`src/verilog/sfc_consts.svh`:
```
// constants of the serial flash command front end
`ifndef SFC_CONSTS_SVH
`define SFC_CONSTS_SVH
`define SFC_OP_WLATCH_SET 8'h06
`define SFC_OP_WRDI 8'h04
`define SFC_OP_RDSR 8'h05
`define SFC_OP_SR_WRITE 8'h01
`define SFC_OP_RDER 8'h81
`define SFC_OP_CLER 8'h82
`define SFC_OP_RDAB 8'h14
`define SFC_OP_WRAB 8'h15
`define SFC_OP_RDFR 8'h48
`define SFC_OP_WRFR 8'h42
`define SFC_OP_PP 8'h02
`define SFC_OP_SER 8'hD7
`define SFC_OP_SERQ 8'h20
`define SFC_OP_B32 8'h52
`define SFC_OP_B64 8'hD8
`define SFC_OP_CER 8'hC7
`define SFC_OP_CERQ 8'h60
`define SFC_OP_FAST_RD 8'h0B
`define SFC_OP_QIO 8'hEB
`define SFC_OP_DIO 8'hBB
`define SFC_OP_DDTR 8'hBD
`define SFC_OP_QDTR 8'hED
`define SFC_OP_QPIEN 8'h35
`define SFC_OP_QPIDI 8'hF5
`define SFC_OP_RSTEN 8'h66
`define SFC_OP_RST 8'h99
`define SFC_SR_SWD 7
`define SFC_SR_QUAD 6
`define SFC_SR_RST 6'h00
`define SFC_ER_FIXED 4'hF
`define SFC_ERR_PROT 0
`define SFC_ERR_PERR 1
`define SFC_ERR_EERR 2
`define SFC_FR_BOTTOM 1
`define SFC_FR_WR_MASK 8'hFE
`define SFC_FR_RST 8'h00
`define SFC_AB_WR_MASK 32'h00FFFFFF
`define SFC_AB_RST 32'h00000000
`define SFC_AB_EN 0
`define SFC_FAST_DUMMY 4'h8
`define SFC_QIO_DUMMY 4'h6
`endif

```
`src/verilog/sfc_pkg.sv`:
```
// types of the serial flash command front end
package sfc_pkg;
  typedef enum logic [2:0] {
    ST_IDLE, ST_OP, ST_ADDR, ST_DUMMY, ST_DIN, ST_DOUT, ST_WAIT, ST_IGNORE
  } sfc_state_t;
  typedef enum logic [2:0] {K_PROG, K_SECT, K_B32, K_B64, K_CHIP} sfc_kind_t;
  typedef struct packed {
    logic [3:0] dat;
    logic [3:0] oe;
  } sfc_lane_t;
  typedef struct packed {
    logic valid;
    sfc_kind_t kind;
    logic [23:0] addr;
    logic [7:0] data;
  } sfc_req_t;
endpackage : sfc_pkg

```
`src/verilog/sfc_front_end.sv`:
```
// serial flash command front end: framing, registers, protection, boot
`include "sfc_consts.svh"
`timescale 1ns/1ps
`default_nettype none
module sfc_front_end (
  input wire logic sys_clk_i,
  input wire logic rst_b_i,
  input wire logic sck_i,
  input wire logic cs_b_i,
  input wire logic wp_b_i,
  input wire logic [3:0] io_i,
  input wire logic [7:0] array_data_i,
  input wire logic array_busy_i,
  input wire logic prog_fail_i,
  input wire logic erase_fail_i,
  output sfc_pkg::sfc_lane_t lane_o,
  output sfc_pkg::sfc_req_t req_o,
  output logic [23:0] rd_addr_o
);
  import sfc_pkg::*;

  // ----------------------------------------------------------------
  // link synchronisers and edge finding
  // ----------------------------------------------------------------
  logic sck_m_q, sck_s_q, sck_p_q, cs_m_q, cs_s_q, cs_p_q, wp_m_q, wp_s_q;
  logic [3:0] io_m_q, io_s_q;
  always_ff @(posedge sys_clk_i) begin
    if (!rst_b_i) begin
      {sck_m_q, sck_s_q, sck_p_q} <= 3'h0;
      {cs_m_q, cs_s_q, cs_p_q} <= 3'h7;
      {wp_m_q, wp_s_q} <= 2'h3;
      io_m_q <= 4'h0;
      io_s_q <= 4'h0;
    end else begin
      {sck_m_q, sck_s_q, sck_p_q} <= {sck_i, sck_m_q, sck_s_q};
      {cs_m_q, cs_s_q, cs_p_q} <= {cs_b_i, cs_m_q, cs_s_q};
      {wp_m_q, wp_s_q} <= {wp_b_i, wp_m_q};
      io_m_q <= io_i;
      io_s_q <= io_m_q;
    end
  end
  wire sck_rise = sck_s_q & ~sck_p_q;
  wire sck_fall = ~sck_s_q & sck_p_q;
  wire cs_fall = ~cs_s_q & cs_p_q;
  wire cs_rise = cs_s_q & ~cs_p_q;

  // ----------------------------------------------------------------
  // state
  // ----------------------------------------------------------------
  sfc_state_t st_q, st_d;
  logic [7:0] op_q, op_d, osh_q, osh_d, fr_q, fr_d;
  logic [31:0] sh_q, sh_d, ab_q, ab_d;
  logic [5:0] cnt_q, cnt_d;
  logic [2:0] lanes_q, lanes_d, err_q, err_d;
  logic [23:0] addr_q, addr_d;
  logic [3:0] ocnt_q, ocnt_d, dmy_q, dmy_d;
  logic [7:2] sr_q, sr_d;
  logic ddr_q, ddr_d, wlat_q, wlat_d, fourl_q, fourl_d, rsten_q, rsten_d;
  logic boot_done_q, boot_done_d;
  sfc_lane_t out_q, out_d;
  sfc_req_t req_q, req_d;

  // ----------------------------------------------------------------
  // helpers
  // ----------------------------------------------------------------
  function automatic logic [31:0] shin(input logic [31:0] s, input logic [3:0] d,
                                       input logic [2:0] n);
    unique case (n)
      3'h1: shin = {s[30:0], d[0]};
      3'h2: shin = {s[29:0], d[1:0]};
      default: shin = {s[27:0], d};
    endcase
  endfunction : shin

  function automatic logic [7:0] shout(input logic [7:0] b, input logic [2:0] n);
    unique case (n)
      3'h1: shout = {b[6:0], 1'b0};
      3'h2: shout = {b[5:0], 2'h0};
      default: shout = {b[3:0], 4'h0};
    endcase
  endfunction : shout

  // single lane answers on the second pin, wider reads start at lane zero
  function automatic sfc_lane_t place(input logic [7:0] b, input logic [2:0] n);
    unique case (n)
      3'h1: place = '{dat: {2'h0, b[7], 1'b0}, oe: 4'h2};
      3'h2: place = '{dat: {2'h0, b[7:6]}, oe: 4'h3};
      default: place = '{dat: b[7:4], oe: 4'hF};
    endcase
  endfunction : place

  function automatic logic rd_arr(input logic [7:0] o);
    rd_arr = o == `SFC_OP_FAST_RD || o == `SFC_OP_QIO || o == `SFC_OP_DIO ||
             o == `SFC_OP_DDTR || o == `SFC_OP_QDTR;
  endfunction : rd_arr

  function automatic logic addr_wr(input logic [7:0] o);
    addr_wr = o == `SFC_OP_PP || o == `SFC_OP_SER || o == `SFC_OP_SERQ ||
              o == `SFC_OP_B32 || o == `SFC_OP_B64;
  endfunction : addr_wr

  function automatic logic [2:0] rd_lanes(input logic [7:0] o, input logic q);
    if (q || o == `SFC_OP_QIO || o == `SFC_OP_QDTR) rd_lanes = 3'h4;
    else if (o == `SFC_OP_DIO || o == `SFC_OP_DDTR) rd_lanes = 3'h2;
    else rd_lanes = 3'h1;
  endfunction : rd_lanes

  function automatic sfc_state_t next_st(input logic [7:0] o);
    if (rd_arr(o) || addr_wr(o)) next_st = ST_ADDR;
    else if (o == `SFC_OP_SR_WRITE || o == `SFC_OP_WRFR || o == `SFC_OP_WRAB) next_st = ST_DIN;
    else if (o == `SFC_OP_RDSR || o == `SFC_OP_RDER || o == `SFC_OP_RDAB ||
             o == `SFC_OP_RDFR) next_st = ST_DOUT;
    else if (o == `SFC_OP_WLATCH_SET || o == `SFC_OP_WRDI || o == `SFC_OP_CLER ||
             o == `SFC_OP_CER || o == `SFC_OP_CERQ || o == `SFC_OP_QPIEN ||
             o == `SFC_OP_QPIDI || o == `SFC_OP_RSTEN || o == `SFC_OP_RST) next_st = ST_WAIT;
    else next_st = ST_IGNORE;
  endfunction : next_st

  // 64 KB blocks; protect field n of 1 to 8 covers 2^(n-1) blocks from one end, 0 covers none, 9 and up all 128
  function automatic logic prot_hit(input logic [23:0] a, input logic [3:0] bp,
                                    input logic bottom);
    logic [7:0] n;
    logic [7:0] b;
    n = (bp >= 4'h8) ? 8'h80 : (bp == 4'h0) ? 8'h00 : 8'(8'h01 << (bp - 4'h1));
    b = {1'b0, a[22:16]};
    prot_hit = bottom ? (b < n) : (b >= 8'h80 - n);
  endfunction : prot_hit

  // ----------------------------------------------------------------
  // decode
  // ----------------------------------------------------------------
  wire shifting = st_q == ST_OP || st_q == ST_ADDR || st_q == ST_DIN;
  wire samp = shifting && !cs_s_q && (sck_rise || (ddr_q && sck_fall));
  wire drv = sck_fall || (ddr_q && sck_rise);
  wire [31:0] sh_n = shin(sh_q, io_s_q, lanes_q);
  wire [5:0] cnt_n = cnt_q + {3'h0, lanes_q};
  wire [7:0] opc = sh_n[7:0];
  wire quad = sr_q[`SFC_SR_QUAD];
  wire op_ddr = opc == `SFC_OP_DDTR || opc == `SFC_OP_QDTR;
  wire [2:0] op_lanes = rd_arr(opc) ? rd_lanes(opc, fourl_q) : lanes_q;
  wire [3:0] op_dmy = (opc == `SFC_OP_QIO || opc == `SFC_OP_QDTR) ? `SFC_QIO_DUMMY
                      : `SFC_FAST_DUMMY;
  wire boot_go = ab_q[`SFC_AB_EN] && !boot_done_q;
  wire [3:0] boot_dmy = (ab_q[4:1] != 4'h0) ? ab_q[4:1]
                        : quad ? `SFC_QIO_DUMMY : `SFC_FAST_DUMMY;
  wire is_pp = op_q == `SFC_OP_PP;
  wire [5:0] din_need = (op_q == `SFC_OP_WRAB) ? 6'h20 : 6'h08;
  wire din_take = is_pp || cnt_q < din_need;
  wire adr_done = st_q == ST_ADDR && samp && cnt_n == 6'h18 && !cs_rise;
  wire hit = prot_hit(sh_n[23:0], sr_q[5:2], fr_q[`SFC_FR_BOTTOM]);
  wire prot_err = adr_done && addr_wr(op_q) && wlat_q && hit;
  // other than page program, whose bytes go out as they complete, the operation only launches when select rises after a complete frame
  wire ex = cs_rise && (st_q == ST_WAIT ||
            (st_q == ST_DIN && (is_pp || cnt_q == din_need)));
  wire ex_w = ex && wlat_q;
  wire sr_lock = sr_q[`SFC_SR_SWD] && !wp_s_q;
  wire ex_srw = ex_w && op_q == `SFC_OP_SR_WRITE;
  wire ex_rst = ex && op_q == `SFC_OP_RST && rsten_q;
  wire is_cer = op_q == `SFC_OP_CER || op_q == `SFC_OP_CERQ;
  // chip erase with any block protected is dropped, and raises no flag
  wire ex_erase = ex_w && st_q == ST_WAIT &&
                  (addr_wr(op_q) || (is_cer && sr_q[5:2] == 4'h0));
  wire wr_class = addr_wr(op_q) || is_cer || op_q == `SFC_OP_SR_WRITE ||
                  op_q == `SFC_OP_WRFR || op_q == `SFC_OP_WRAB;
  sfc_kind_t er_kind;
  assign er_kind = is_cer ? K_CHIP : (op_q == `SFC_OP_B32) ? K_B32
                   : (op_q == `SFC_OP_B64) ? K_B64 : K_SECT;
  wire [7:0] sr_rd = {sr_q, wlat_q, array_busy_i};
  wire [7:0] er_rd = {`SFC_ER_FIXED, err_q, array_busy_i};
  wire [7:0] ab_byte = 8'(ab_q >> {~addr_q[1:0], 3'h0});
  wire [7:0] src_byte = (op_q == `SFC_OP_RDSR) ? sr_rd : (op_q == `SFC_OP_RDER) ? er_rd
                        : (op_q == `SFC_OP_RDFR) ? fr_q : (op_q == `SFC_OP_RDAB) ? ab_byte
                        : array_data_i;
  wire [7:0] obyte = (ocnt_q == 4'h0) ? src_byte : osh_q;

  // ----------------------------------------------------------------
  // frame sequencer
  // ----------------------------------------------------------------
  always_comb begin
    st_d = st_q;
    op_d = op_q;
    sh_d = sh_q;
    cnt_d = cnt_q;
    lanes_d = lanes_q;
    ddr_d = ddr_q;
    addr_d = addr_q;
    osh_d = osh_q;
    ocnt_d = ocnt_q;
    out_d = out_q;
    dmy_d = dmy_q;
    req_d = '0;
    if (cs_rise) begin
      st_d = ST_IDLE;
      out_d = '0;
      if (ex_erase) begin
        req_d.valid = 1'b1;
        req_d.kind = er_kind;
        req_d.addr = addr_q;
      end
    end else if (cs_fall) begin
      cnt_d = '0;
      sh_d = '0;
      ddr_d = 1'b0;
      ocnt_d = '0;
      lanes_d = fourl_q ? 3'h4 : 3'h1;
      st_d = ST_OP;
      if (boot_go) begin
        // boot read needs no opcode: straight into the delay count
        st_d = ST_DUMMY;
        op_d = quad ? `SFC_OP_QIO : `SFC_OP_FAST_RD;
        addr_d = {ab_q[23:5], 5'h00};
        dmy_d = boot_dmy;
      end
    end else begin
      unique case (st_q)
        ST_IDLE, ST_WAIT, ST_IGNORE: ;
        ST_OP: if (samp) begin
          sh_d = sh_n;
          cnt_d = cnt_n;
          if (cnt_n == 6'h08) begin
            op_d = opc;
            cnt_d = '0;
            st_d = next_st(opc);
            lanes_d = op_lanes;
            ddr_d = op_ddr;
            dmy_d = op_dmy;
            addr_d = '0;
          end
        end
        ST_ADDR: if (samp) begin
          sh_d = sh_n;
          cnt_d = cnt_n;
          if (cnt_n == 6'h18) begin
            addr_d = sh_n[23:0];
            cnt_d = '0;
            if (rd_arr(op_q)) st_d = ST_DUMMY;
            else if (!wlat_q || hit) st_d = ST_IGNORE;
            else st_d = is_pp ? ST_DIN : ST_WAIT;
          end
        end
        ST_DUMMY: if (sck_rise) begin
          // mode byte clocks are simply part of this count
          cnt_d = cnt_q + 6'h01;
          if (cnt_q + 6'h01 == {2'h0, dmy_q}) begin
            st_d = ST_DOUT;
            lanes_d = rd_lanes(op_q, fourl_q);
          end
        end
        ST_DIN: if (samp && din_take) begin
          sh_d = sh_n;
          cnt_d = cnt_n;
          if (is_pp && cnt_n == 6'h08) begin
            cnt_d = '0;
            req_d = '{valid: 1'b1, kind: K_PROG, addr: addr_q, data: sh_n[7:0]};
            addr_d = {addr_q[23:8], addr_q[7:0] + 8'h01};
          end
        end
        ST_DOUT: if (drv) begin
          osh_d = shout(obyte, lanes_q);
          out_d = place(obyte, lanes_q);
          ocnt_d = ((ocnt_q == 4'h0) ? 4'h8 : ocnt_q) - {1'b0, lanes_q};
          if (ocnt_q == 4'h0) addr_d = addr_q + 24'h000001;
        end
      endcase
    end
  end

  // ----------------------------------------------------------------
  // registers and flags
  // ----------------------------------------------------------------
  wire [2:0] err_set;
  wire err_clr = ex_rst || (ex && op_q == `SFC_OP_CLER);
  assign err_set[`SFC_ERR_PROT] = (ex_srw && sr_lock) || prot_err;
  assign err_set[`SFC_ERR_PERR] = (prot_err && is_pp) || prog_fail_i;
  assign err_set[`SFC_ERR_EERR] = (ex_srw && sr_lock) || (prot_err && !is_pp) ||
                                  erase_fail_i;
  // a flag raised in the clearing cycle survives; flags never gate decode
  assign err_d = (err_q & ~{3{err_clr}}) | err_set;
  assign sr_d = (ex_srw && !sr_lock) ? sh_q[7:2] : sr_q;
  assign fr_d = (ex_w && op_q == `SFC_OP_WRFR) ? (fr_q | (sh_q[7:0] & `SFC_FR_WR_MASK))
                : fr_q;
  assign ab_d = (ex_w && op_q == `SFC_OP_WRAB) ? (sh_q & `SFC_AB_WR_MASK) : ab_q;
  assign wlat_d = (ex_rst || (ex && op_q == `SFC_OP_WRDI) || (ex_w && wr_class)) ? 1'b0
                  : (ex && op_q == `SFC_OP_WLATCH_SET) ? 1'b1 : wlat_q;
  assign fourl_d = (ex_rst || (ex && op_q == `SFC_OP_QPIDI)) ? 1'b0
                   : (ex && op_q == `SFC_OP_QPIEN) ? 1'b1 : fourl_q;
  assign rsten_d = ex ? (op_q == `SFC_OP_RSTEN) : rsten_q;
  // software reset re-arms boot, else a boot setting could never take effect
  assign boot_done_d = !ex_rst && (boot_done_q || cs_fall);

  always_ff @(posedge sys_clk_i) begin
    if (!rst_b_i) begin
      st_q <= ST_IDLE;
      {op_q, osh_q, sh_q, cnt_q, addr_q, ocnt_q, dmy_q} <= '0;
      {lanes_q, ddr_q, out_q, req_q} <= '0;
      {wlat_q, fourl_q, rsten_q, boot_done_q, err_q} <= '0;
      sr_q <= `SFC_SR_RST;
      fr_q <= `SFC_FR_RST;
      ab_q <= `SFC_AB_RST;
    end else begin
      {st_q, op_q, osh_q, sh_q, cnt_q, addr_q} <= {st_d, op_d, osh_d, sh_d, cnt_d, addr_d};
      {ocnt_q, dmy_q, lanes_q, ddr_q, out_q, req_q} <=
        {ocnt_d, dmy_d, lanes_d, ddr_d, out_d, req_d};
      {wlat_q, fourl_q, rsten_q, boot_done_q, err_q} <=
        {wlat_d, fourl_d, rsten_d, boot_done_d, err_d};
      {sr_q, fr_q, ab_q} <= {sr_d, fr_d, ab_d};
    end
  end
  assign lane_o = out_q;
  assign req_o = req_q;
  assign rd_addr_o = addr_q;
endmodule : sfc_front_end
`default_nettype wire

```
`config.mk`:
```
export PLATFORM = sky130hd
export DESIGN_NAME = sfc_front_end
export DESIGN_NICKNAME = d
export VERILOG_FILES = /design/src/verilog/sfc_pkg.sv /design/src/verilog/sfc_front_end.sv
export VERILOG_INCLUDE_DIRS = /design/src /design/src/verilog
export SDC_FILE = /design/constraint.sdc
export NUM_CORES = 1
export LEC_CHECK = 0
export BUFFER_PORTS_ARGS = -buffer_cell sky130_fd_sc_hd__buf_4
export CELL_PAD_IN_SITES_DETAIL_PLACEMENT = 0
export CELL_PAD_IN_SITES_GLOBAL_PLACEMENT = 1
export CORE_MARGIN = 10
export CORE_UTILIZATION = 49
export CTS_CLUSTER_SIZE = 14
export DETAILED_ROUTE_END_ITERATION = 10
export PLACE_DENSITY = 0.9
export SYNTH_ARGS = -nofsm -noshare
export SYNTH_HDL_FRONTEND = slang
export SYNTH_SLANG_ARGS = --single-unit
```
`constraint.sdc`:
```
create_clock -name sys_clk_i -period 7.2 [get_ports sys_clk_i]
set_input_delay 0.36 -clock sys_clk_i [delete_from_list [all_inputs] [get_ports sys_clk_i]]
set_output_delay 0.36 -clock sys_clk_i [all_outputs]
set_load 0.02 [all_outputs]
```
# --- Word level (Yosys, flattened, before mapping) ---
# Index checks and enable logic that the tools add are counted.
word_totals:
  regBits: 190
  input_bits: 20
  out_inout_bits: 68
  word_cells: 375
classes:
  add_sub_neg: 7
  order_cmp: 4
  n_eq_ne: 78
  shifts: 2
  n_mux: 95
  bitwise: 19
  n_reduce_logical: 135
op_table:
  columns: ["op", "count"]
  rows:
  - ["24-bit two-way mux", 11]
  - ["8-bit equality test, second input constant", 22]
  - ["36-bit two-way mux", 4]
  - ["8-bit two-way mux", 15]
  - ["24-bit case mux with 2 select lines", 2]
  - ["24-bit case mux with 4 select lines", 1]
  - ["8-bit by 7-bit equality test with 1-bit output, second input constant", 10]
  - ["1-bit logical OR", 61]
  - ["3-bit two-way mux", 19]
  - ["28-bit two-way mux", 2]
  - ["6-bit two-way mux", 9]
  - ["8-bit by 3-bit equality test with 1-bit output, second input constant", 6]
  - ["4-bit two-way mux", 12]
  - ["1-bit logical AND", 36]
  - ["8-bit by 5-bit equality test with 1-bit output, second input constant", 4]
  - ["8-bit by 6-bit equality test with 1-bit output, second input constant", 4]
  - ["8-bit case mux with 2 select lines", 2]
  - ["24-bit by 1-bit adder with 24-bit output, second input constant", 1]
  - ["6-bit case mux with 4 select lines", 1]
  - ["24-bit by 5-bit >> shifter with 8-bit output", 1]
  - ["2-bit two-way mux", 9]
  - ["3-bit inequality test, second input constant", 6]
  - ["8-bit by 1-bit equality test with 1-bit output, second input constant", 2]
  - ["8-bit by 2-bit equality test with 1-bit output, second input constant", 2]
  - ["48 further kinds", 98]

# --- Logic depth before layout (Yosys ltp) ---
# Gate-level depths: netlist (run 1).
logic_depth:
  ltp_word: 19
  ltp_mapped: 16
  depth_no_buf: 15

# --- Worst setup path after synthesis (run 1) ---
# Ideal clock, no wire load.
synth_path:
  kind: "register to register"
  start: "register lanes_q[0]"
  end: "register err_q[1]"
  setup_time_ps: 60
  t_arrival_ps: 3094
  required_ps: 7140
  setup_slack_ps: 4047
  stages_incl_launch_ff: 17
  n_path_buf: 2
  synth_period_minus_slack_ps: 3153
  cell_sequence: "dfxtp_1 -> clkbuf_1 -> nor2_1 -> clkbuf_1 -> a22o_1 -> a21oi_1 -> inv_1 -> ha_1 -> nor2b_1 -> o21a_1 -> o21a_1 -> o21ai_0 -> a211o_1 -> a22oi_1 -> or3_1 -> o21ai_0 -> and2_1"
synth_via:
  elab_chain_len: 10
  word_cells_on_any_way: 16
  classes_between: "add/sub (1); order compare (2); eq/ne (3); mux (2); bitwise (1); reduce/logical (7)"
synth_lines:
  columns: ["item", "line", "source"]
  rows:
  - ["from (decl)", "sfc_front_end.sv:54", "logic [2:0] lanes_q, lanes_d, err_q, err_d;"]
  - ["from (signal assigned)", "sfc_front_end.sv:302", "{ocnt_q, dmy_q, lanes_q, ddr_q, out_q, req_q} <="]
  - ["6-bit by 3-bit adder with 6-bit output", "sfc_front_end.sv:136", "wire [5:0] cnt_n = cnt_q + {3'h0, lanes_q};"]
  - ["6-bit by 5-bit equality test with 1-bit output", "sfc_front_end.sv:149", "wire adr_done = st_q == ST_ADDR && samp && cnt_n == 6'h18 && !cs_rise;"]
  - ["1-bit logical AND (2 in a row)", "sfc_front_end.sv:149", null]
  - ["1-bit logical AND (2 in a row)", "sfc_front_end.sv:151", "wire prot_err = adr_done && addr_wr(op_q) && wlat_q && hit;"]
  - ["1-bit logical AND (*)", "sfc_front_end.sv:151", null]
  - ["1-bit logical AND (*)", "sfc_front_end.sv:274", "assign err_set[`SFC_ERR_PERR] = (prot_err && is_pp) || prog_fail_i;"]
  - ["1-bit logical OR (*)", "sfc_front_end.sv:274", null]
  - ["3-bit bitwise OR (*)", "sfc_front_end.sv:278", "assign err_d = (err_q & ~{3{err_clr}}) | err_set;"]
  - ["to (signal assigned)", "sfc_front_end.sv:304", "{wlat_q, fourl_q, rsten_q, boot_done_q, err_q} <="]
  - ["to (decl)", "sfc_front_end.sv:54", null]
# Every way passes the cells marked *; elsewhere a longest branch is shown, timed or not.
# A chain may end at the register's enable or synchronous reset.

# --- Worst setup path in the final report (run 1) ---
layout_path:
  start: "register lanes_q[0]"
  end: "register err_q[2]"
layout_via:
  elab_chain_len: 11
  word_cells_on_any_way: 17
  classes_between: "add/sub (1); order compare (2); eq/ne (3); mux (2); bitwise (1); reduce/logical (8)"
layout_lines:
  columns: ["item", "line", "source"]
  rows:
  - ["6-bit by 3-bit adder with 6-bit output", "sfc_front_end.sv:136", null]
  - ["6-bit by 5-bit equality test with 1-bit output", "sfc_front_end.sv:149", null]
  - ["1-bit logical AND (2 in a row)", "sfc_front_end.sv:149", null]
  - ["1-bit logical AND (2 in a row)", "sfc_front_end.sv:151", null]
  - ["1-bit logical AND (*)", "sfc_front_end.sv:151", null]
  - ["1-bit logical AND (*)", "sfc_front_end.sv:275", "assign err_set[`SFC_ERR_EERR] = (ex_srw && sr_lock) || (prot_err && !is_pp) ||"]
  - ["1-bit logical OR (*) (2 in a row)", "sfc_front_end.sv:275", null]
  - ["3-bit bitwise OR (*)", "sfc_front_end.sv:278", null]
# Marks and branches as above.

==> metrics.cfg, run 1 <==
[outcome]
status=complete, no violations

[critical_path]
r2r_end=err_q[2]$_SDFF_PN0_
worstSetupEndpointType=flop
r2r_slack_ns=2.78
r2r-start=lanes_q[0]$_SDFFE_PN0P_
slowest_delay_ns=0.71
cp_max_fo=21
reg2regPathDepth=15
crit_required_ns=7.59
path_class=reg2reg
cpMaxStageDelayCell=dfxtp_1
crit_path_start_kind=flop
timing.critical_path.cells=and2_1 > nor2_1 > buf_4 > a21oi_1 > inv_1 > ha_1 > nor2b_1 > o21a_1 > o21a_1 > o21ai_0 > a211o_1 > a22oi_1 > or3_1 > o21ai_0 > and2_1
cp.arrival_ns=4.81

[place]
gp_congestion=0.958
place_hpwl_mm=24.5
placed_cell_area_sq_mm=0.0114
port_buffers=87
post-place-cells=1642

[grt]
antenna_found_initial=0
grt.total_usage_pct=23.5
grt_first_pass_wirelength_mm=53.7
first_global_vias=9447
overflow=0
grt_start_max_net_pins=113

[yosys]
yosys_warnings=0
seq_area_frac_synth_pct=34.9
syn_nets=1413
synth_area_sq_mm=0.0107
synth-main-ff-cell=dfxtp_1
synth_cell_types=76
avgSynthCellArea_sq_um=7.86
async_reset_ff_share_pct=0
synth_edf_count=0
synth-seq-cells=187
synthCells=1364

[layout]
design_area_sq_mm=0.0121
antenna_cells=0
syn2layout_area_growth_pct=12.5
final_cells=1674
nets=1430
drive_gt1_share_pct=11.9

[route]
drt-initial-drc-count=970
wl_met3_mm=3.36
vias_per_cell=6.12
drc_errors=0
met1_length_mm=15.1
highest_layer=met4
dr_wl_met2_mm=14.9
wire_per_inst_um=20.6
routed_wl_mm=34.5
dr.pass1.iters=6
drtAntennaViolNets=0
route.vias.total=10200

[clock_network]
clock-sinks=187
cts_tree=built
root_buffer=clkbuf_16
clockBufferDepth=2
cts_setup_buffers=0
cts_buffers=17
clk_pin_slew_ns=0.08
htree_levels=4
clock_latency_ns=0.45
postCtsHoldBufs=0
postCtsResizedCells=0

[sta]
finalSetupViolations=0
hold_violations=0
worstMarginPinSlew_ns=1.21
final.setup.tns_ns=0
finClkSkew_ns=0.0160
period_share_pct=61.4
maxSlewHeadroom_pct=18.7
rsz0062_at_grt=false
slew_violations=0
post-route-min-period_ns=4.42
fmax_ghz=0.226

[min_path]
hp-start=wp_b_i
min_to=wp_m_q$_SDFF_PN1_
hold_class=in2reg
whs_path_depth=2

[floorplan]
die_h_um=168
start_util_pct=49.4
io_pins=88
die_w_um=168
rows=54
dieArea_sq_mm=0.0282
core_sq_mm=0.0217

[flow_run]
cap_viol_max_count=0

[power_and_ir_drop]
powerDensity_mw_per_mm2=199
total_power_w=0.00240
peakVddDrop_mv=0.150
leakagePower_nw=4.41

per-stage QoR:
step           setup slack [ns]  util [%]  hold WS (ns)
6_report                   2.78      55.6        0.0931
3_3_place_gp               3.03      52.7         0.394
3_5_place_dp               2.93      52.7         0.398
4_1_cts                    2.89      55.6        0.0814
2_1_floorplan              4.05         -         0.386
5_1_grt                    2.32      55.6        0.0772
cells in the final DEF (no fill, tap or decap), types with 10 or more instances in the layout:
cell type	instances
inv_1	37
a21boi_0	38
xnor2_1	23
xor2_1	15
nand3_1	35
nand4_1	12
dfxtp_1	187
nand2b_1	22
o211a_1	14
nor2b_1	100
nor4_1	10
o211ai_1	10
and3_1	11
nand2_1	152
and2_1	25
a22oi_1	28
a22o_1	18
nor3_1	59
o22ai_1	22
mux2i_1	18
a21oi_1	103
clkbuf_16	17
ha_1	26
buf_4	99
a211oi_1	11
o21ai_0	58
nor2_1	93
synth_stat cells, types with 10 or more instances:
cell type / instances / share of area (%)
dfxtp_1: 187 / 35
nand2_1: 152 / 5.3
a21oi_1: 103 / 4.8
nor2b_1: 100 / 5.8
nor2_1: 93 / 3.3
clkbuf_1: 80 / 2.8
nor3_1: 59 / 2.8
o21ai_0: 59 / 2.8
a21boi_0: 38 / 2.7
inv_1: 37 / 1.3
nand3_1: 35 / 1.6
a22oi_1: 28 / 2.0
ha_1: 27 / 3.2
and2_1: 25 / 1.5
xnor2_1: 23 / 1.9
nand2b_1: 22 / 1.3
o22ai_1: 22 / 1.3
a22o_1: 18 / 1.5
mux2i_1: 18 / 1.7
xor2_1: 15 / 1.2
o211a_1: 14 / 1.3
nand4_1: 12 / 0.70
a211oi_1: 11 / 0.77
and3_1: 11 / 0.64
buf_2: 10 / 0.47
nor4_1: 10 / 0.58
o211ai_1: 10 / 0.70
logic make-up after synthesis:
group / Yosys count / synth area share [%]
flip-flops: 187 / 34.9
buffers and inverters: 138 / 5.02
AO/OA/AOI/OAI: 379 / 23.8
adder cells (fa/ha/maj): 29 / 3.52
XOR/XNOR: 38 / 3.10
AND/OR/NAND/NOR: 565 / 26.9
multiplexers: 28 / 2.75
registers in the layout (all words and copies together) (netlist names), 4 cells and up:
register   count
req_o         36
ab_q          24
rd_addr_o     24
sh_q          24
op_q           8
fr_q           7
lane_o         7
osh_q          7
cnt_q          6
sr_q           6
dmy_q          4
io_m_q         4
io_s_q         4
ocnt_q         4
worst max-delay path, delay by kind of cell (launching register included):
kind	cells	cell delay [ns]
DFF	1	0.71
AOI/OAI and AO/OA	7	1.24
and+or+nand+nor	5	1.72
adders and majority gates	1	0.28
buffers and inverters	2	0.40
routing by layer:
metal,track usage [%],up-vias
met4,8.40,0
met1,31.8,4801
li1,-,4880
met3,6.52,75
met5,0,-
met2,35.0,492
worst max-delay path by stage:
stage	slack, ns	to	from
final	2.78	err_q[2]$_SDFF_PN0_	lanes_q[0]$_SDFFE_PN0P_
after detailed placement	2.93	err_q[2]$_SDFF_PN0_	lanes_q[1]$_SDFFE_PN0P_
after global routing	2.32	err_q[2]$_SDFF_PN0_	lanes_q[1]$_SDFFE_PN0P_
after CTS	2.89	err_q[2]$_SDFF_PN0_	lanes_q[1]$_SDFFE_PN0P_
after floorplan	4.05	err_q[1]$_SDFF_PN0_	lanes_q[0]$_SDFFE_PN0P_
after global placement	3.03	err_q[1]$_SDFF_PN0_	lanes_q[1]$_SDFFE_PN0P_
final cells by class:
type                       count  area (sq um)
clock buffer                  17           425
clock inverter                15           195
fill                        2041          9630
inverter                      37           139
multi-input combinational   1039          6460
sequential                   187          3740
tap                          280           350
timing repair buffer          99           743
power by group:
group / internal [W] / leakage [nW] / switching (W)
clock network: 0.000473 / 0.294 / 0.000504
logic: 0.000113 / 2.61 / 0.000207
registers: 0.00106 / 1.51 / 0.0000467
total: 0.00164 / 4.41 / 0.000758
(Power assumes the default switching activity.)
==> inputs of run 2 (changes only) <==
CORE_UTILIZATION = 41   (was 49)
PLACE_DENSITY = 0.81   (was 0.9)
clock period = 3.55 ns   (was 7.2 ns; I/O delays follow)
==> run 2 against run 1 <==
  * Global-route usage decreased by 2.4 points
  * Die area increased by 17%
  * Via count increased by 1.7%
  * Count of clock-buffer cells in the layout unchanged
  * Final area increased by 5.6%
  * Largest cell class unchanged
  * Sequential share of layout area decreased by 1.6 points
  * Clock skew decreased by 0.0033 ns
  * Worst hold slack got worse by 0.024 ns
==> metrics.cfg, run 2 (synthesized netlist as in run 1, its figures left out) <==
[sta]
finClkSkew_ns=0.0127
period_share_pct=95.2
hold_violations=0
fmax_ghz=0.296
post-route-min-period_ns=3.38
finalWorstSetupSlack_ns=0.171
maxSlewHeadroom_pct=37.6
rsz0062_at_grt=false
slew_violations=0
worstMarginPinSlew_ns=0.936
finalSetupViolations=0
final.setup.tns_ns=0

[layout]
fill_cells=2544
utilization_pct=49.2
syn2layout_area_growth_pct=18.8
drive_gt1_share_pct=16.1
largest_reg_flops=36
antenna_cells=0
final_common_cell=dfxtp_1
nets=1501
mostFrequentLayoutCells=187 x dfxtp_1, 159 x buf_4, 151 x nand2_1

[route]
vias_per_cell=5.79
routed_wl_mm=36.3
drtAntennaViolNets=0
drt-initial-drc-count=1082
wire_per_inst_um=20.2
drc_errors=0
dr.pass1.iters=7
route.vias.total=10400

[grt]
overflow=0
grt.total_usage_pct=21.1
grt_start_max_net_pins=103
grt_first_pass_wirelength_mm=56.8
first_global_vias=9831
antenna_found_initial=0

[critical_path]
worstSetupEndpointType=flop
critPathTopFamily=compound AO/OA/AOI/OAI gates
crit_path_start_kind=flop
slowest_delay_ns=0.43
cp_max_fo=15
path_buf_inv=3
cp.arrival_ns=3.77
path_class=reg2reg
worstSetupPathDepth=17
crit_required_ns=3.94
cpMaxStageDelayCell=or3_4
timing.critical_path.cells=buf_6 > nor2_1 > and2_1 > buf_4 > a22o_1 > a21oi_2 > inv_1 > ha_1 > nor2b_1 > o21a_1 > o21a_1 > o21ai_0 > a211o_1 > a22oi_2 > or3_4 > o21ai_0 > and2_1
reg2regPathDepth=17

[flow_run]
cap_viol_max_count=0

[clock_network]
cts_buffers=17
clock_latency_ns=0.46
clockBufferDepth=2
htree_levels=4
clk_pin_slew_ns=0.08
cts_tree=built
root_buffer=clkbuf_16
clock-sinks=187

[power_and_ir_drop]
pwr-share-comb_pct=15.1
leakagePower_nw=4.78
powerDensity_mw_per_mm2=389
power_frac_seq_pct=44.7
peakVddDrop_mv=0.319
swShare_pct=31.5
clockPowerShare_pct=40.2
p_sw_w=0.00156
intPower_w=0.00339

[floorplan]
io_pins=88
rows=59
start_util_pct=41.4
dieArea_sq_mm=0.0330
die_w_um=182
core_sq_mm=0.0259
die_h_um=182

[min_path]
hold_class=in2reg
whs_path_depth=4

[outcome]
status=complete, no violations

[place]
place_hpwl_mm=26.8
gp_congestion=0.957
pre_cts_ws_ns=0.0152
port_buffers=87

==> run 2: per-layer routing <==
layer	global-route usage [%]	routed length (um)	vias up	part of all wire [%]
met5	0	0	-	0
met4	6.22	748	0	2.1
met3	4.25	2630	50	7.2
met2	31.8	15900	386	44
met1	29.7	17000	4964	47
li1	-	-	5019	-
==> run 2: per-stage QoR <==
step	instance area [sq um]	power, W	hold WS [ns]	std cells
2_1_floorplan	10700	0.00270	0.279	1364
3_3_place_gp	12000	0.00298	0.367	1761
3_5_place_dp	12000	0.00298	0.367	1761
4_1_cts	12700	0.00496	0.0585	1800
5_1_grt	12700	0.00512	0.0916	1800
6_report	12700	0.00495	0.0690	1800
==> run 2: layout make-up <==
cell class                 count  area [sq um]  area share [%]
clock buffer                  17           425            3.34
clock inverter                15           198            1.55
inverter                      37           139            1.09
multi-input combinational   1039          6480            50.8
sequential                   187          3740            29.4
tap                          335           419            3.29
timing repair buffer         170          1340            10.5
==> run 2: power groups by stage <==
stage | Sequential, W | Combinational, W | Clock [W]
final | 0.00221 | 0.000749 | 0.00199
after global routing | 0.00222 | 0.000801 | 0.00210
after CTS | 0.00221 | 0.000734 | 0.00202
after detailed placement | 0.00226 | 0.000724 | 0
after global placement | 0.00226 | 0.000724 | 0
after floorplan | 0.00225 | 0.000449 | 0
==> run 2: path summary, 6_finish.rpt <==
path                         end  slack (ns)                     from
max          err_q[2]$_SDFF_PN0_        0.17  lanes_q[2]$_SDFFE_PN0P_
min          err_q[2]$_SDFF_PN0_        0.07             erase_fail_i
max reg2reg  err_q[2]$_SDFF_PN0_        0.17  lanes_q[2]$_SDFFE_PN0P_
min reg2reg    wp_s_q$_SDFF_PN1_        0.42        wp_m_q$_SDFF_PN1_
==> run 2: worst min-delay path, cell delays in order <==
cell	delay [ns]
buf_4	0.10
a211oi_1	0.04
o21ai_0	0.06
and2_1	0.12
==> run 2: what timing repair did <==
item                                   4_1_cts  5_1_grt
cloned                                       0        0
hold buffers                                 7        0
endpoints found under the hold margin        7        0
setup endpoints to repair                    1        7
buffers inserted                             0        0
gates resized for setup                      1        7
==> inputs of run 3 (changes only) <==
==> constraint.sdc (replaced) <==
create_clock -name sys_clk_i -period 3.55 [get_ports sys_clk_i]
set_input_delay 0 -clock sys_clk_i [delete_from_list [all_inputs] [get_ports sys_clk_i]]
set_output_delay 0 -clock sys_clk_i [all_outputs]
set_load 0.02 [all_outputs]
==> run 3 against run 2 <==
  * Wire length down 0.18%
  * Die area unchanged
  * Setup slack better by 0.016 ns
  * Flip-flop and latch count unchanged
  * Combinational power about the same
  * Register-to-register slack better by 0.02 ns
  * Sequential power about the same
  * Via count about the same
==> metrics.cfg, run 3 (synthesized netlist as in run 1, its figures left out) <==
[clock_network]
cts_setup_buffers=0
cts_tree=built
clock_latency_ns=0.45
root_buffer=clkbuf_16
clock-sinks=187
clk_pin_slew_ns=0.08
htree_levels=4
cts_buffers=17
clockBufferDepth=2

[layout]
multi_input_area_sq_mm=0.00648
syn2layout_area_growth_pct=19.1
seq_area_sq_mm=0.00374
final_common_cell=dfxtp_1
fill_cells=2538
nets=1505
largest_reg_flops=36
mostFrequentLayoutCells=187 x dfxtp_1, 159 x buf_4, 151 x nand2_1
antenna_cells=0
drive_gt1_share_pct=16.1

[critical_path]
path_class=reg2reg
reg2regPathDepth=17
worstSetupEndpointType=flop
setup.worst_path.end=err_q[2]$_SDFF_PN0_
crit_required_ns=3.94
r2r_end=err_q[2]$_SDFF_PN0_
crit_path_start_kind=flop
cp_max_fo=15
r2r-start=lanes_q[2]$_SDFFE_PN0P_
timing.critical_path.from=lanes_q[2]$_SDFFE_PN0P_
r2r_slack_ns=0.19
cp.arrival_ns=3.75

[route]
dr.pass1.iters=5
met1_length_mm=16.7
drc_errors=0
wire_per_inst_um=20.1
routed_wl_mm=36.2
route.vias.total=10400
dr_wl_met2_mm=15.7
drt-initial-drc-count=1036
vias_per_cell=5.77
drtAntennaViolNets=0
highest_layer=met4
wl_met3_mm=2.93

[sta]
rsz0062_at_grt=false
post-route-min-period_ns=3.36
fmax_ghz=0.297
finalWorstSetupSlack_ns=0.187
period_share_pct=94.7
final.setup.tns_ns=0
maxSlewHeadroom_pct=36.5
hold_violations=0
finClkSkew_ns=0.0122
slew_violations=0
finalSetupViolations=0
worstMarginPinSlew_ns=0.952

[floorplan]
start_util_pct=41.4
rows=59
core_sq_mm=0.0259
io_pins=88
dieArea_sq_mm=0.0330
die_w_um=182
die_h_um=182

[place]
gp_congestion=0.957
port_buffers=87
place_hpwl_mm=26.8
pre_cts_ws_ns=0.0152

[grt]
grt_start_max_net_pins=103
grt.total_usage_pct=21.2
first_global_vias=9858
grt_first_pass_wirelength_mm=56.9
overflow=0
antenna_found_initial=0

[min_path]
hold_class=in2reg

[flow_run]
cap_viol_max_count=0

[power_and_ir_drop]
powerDensity_mw_per_mm2=388
leakagePower_nw=4.79
peakVddDrop_mv=0.319

[outcome]
status=complete, no violations

==> run 3: cell count changes in the layout (fill, tap and decap cells not counted) <==
| cell | change |
|---|---|
| dlygate4sd3_1 | +4 |
==> run 3: how the worst min path moves through the flow <==
stage / start / endpoint / slack, ns / cells after the start
2_1_floorplan: cs_b_i / cs_m_q$_SDFF_PN1_ / 0.10 / 1
3_3_place_gp: wp_b_i / wp_m_q$_SDFF_PN1_ / 0.19 / 2
3_5_place_dp: wp_b_i / wp_m_q$_SDFF_PN1_ / 0.19 / 2
4_1_cts: array_busy_i / osh_q[1]$_SDFFE_PN0P_ / 0.1 / 5
5_1_grt: array_busy_i / osh_q[1]$_SDFFE_PN0P_ / 0.19 / 5
6_report: array_busy_i / osh_q[1]$_SDFFE_PN0P_ / 0.1 / 5
==> run 3: power by group <==
part           switching, W  internal [W]
combinational      0.000458      0.000292
sequential        0.0000723       0.00214
clock               0.00103      0.000963
total               0.00156       0.00340
==> run 3: timing repair <==
action	CTS	global route
endpoints found under the hold margin	11	0
hold buffers	11	0
endpoints found under the setup margin	1	7
resized for setup	1	7
==> run 3: critical path: stages, from the launching register on <==
cell	delay [ns]
dfxtp_1	0.36
buf_6	0.18
nor2_1	0.07
and2_1	0.21
buf_4	0.20
a22o_1	0.21
a21oi_2	0.13
inv_1	0.08
ha_1	0.26
nor2b_1	0.13
o21a_1	0.16
o21a_1	0.16
o21ai_0	0.19
a211o_1	0.17
a22oi_2	0.10
or3_4	0.42
o21ai_0	0.14
and2_1	0.14
==> run 3: through the flow <==
step	hold WS [ns]	cells	util, %	power (W)	area [sq um]
2_1_floorplan	0.101	1364	-	0.00270	10700
3_3_place_gp	0.190	1761	46.4	0.00298	12000
3_5_place_dp	0.190	1761	46.4	0.00298	12000
4_1_cts	0.0969	1804	49.2	0.00496	12800
5_1_grt	0.186	1804	49.3	0.00512	12800
6_report	0.0959	1804	49.3	0.00496	12800
==> run 3: cell type report <==
| cell class | count | share of cell area [%] |
|---|---|---|
| multi-input combinational | 1039 | 50.7 |
| inverter | 37 | 1.09 |
| timing repair buffer | 174 | 10.8 |
| tap | 335 | 3.28 |
| clock inverter | 15 | 1.55 |
| clock buffer | 17 | 3.33 |
| sequential | 187 | 29.3 |
==> run 3: per-layer routing <==
| metal | vias up | global-route usage (%) |
|---|---|---|
| met1 | 4910 | 29.8 |
| met4 | 0 | 6.22 |
| met3 | 56 | 4.25 |
| met2 | 414 | 31.9 |
| met5 | - | 0 |
| li1 | 5029 | - |
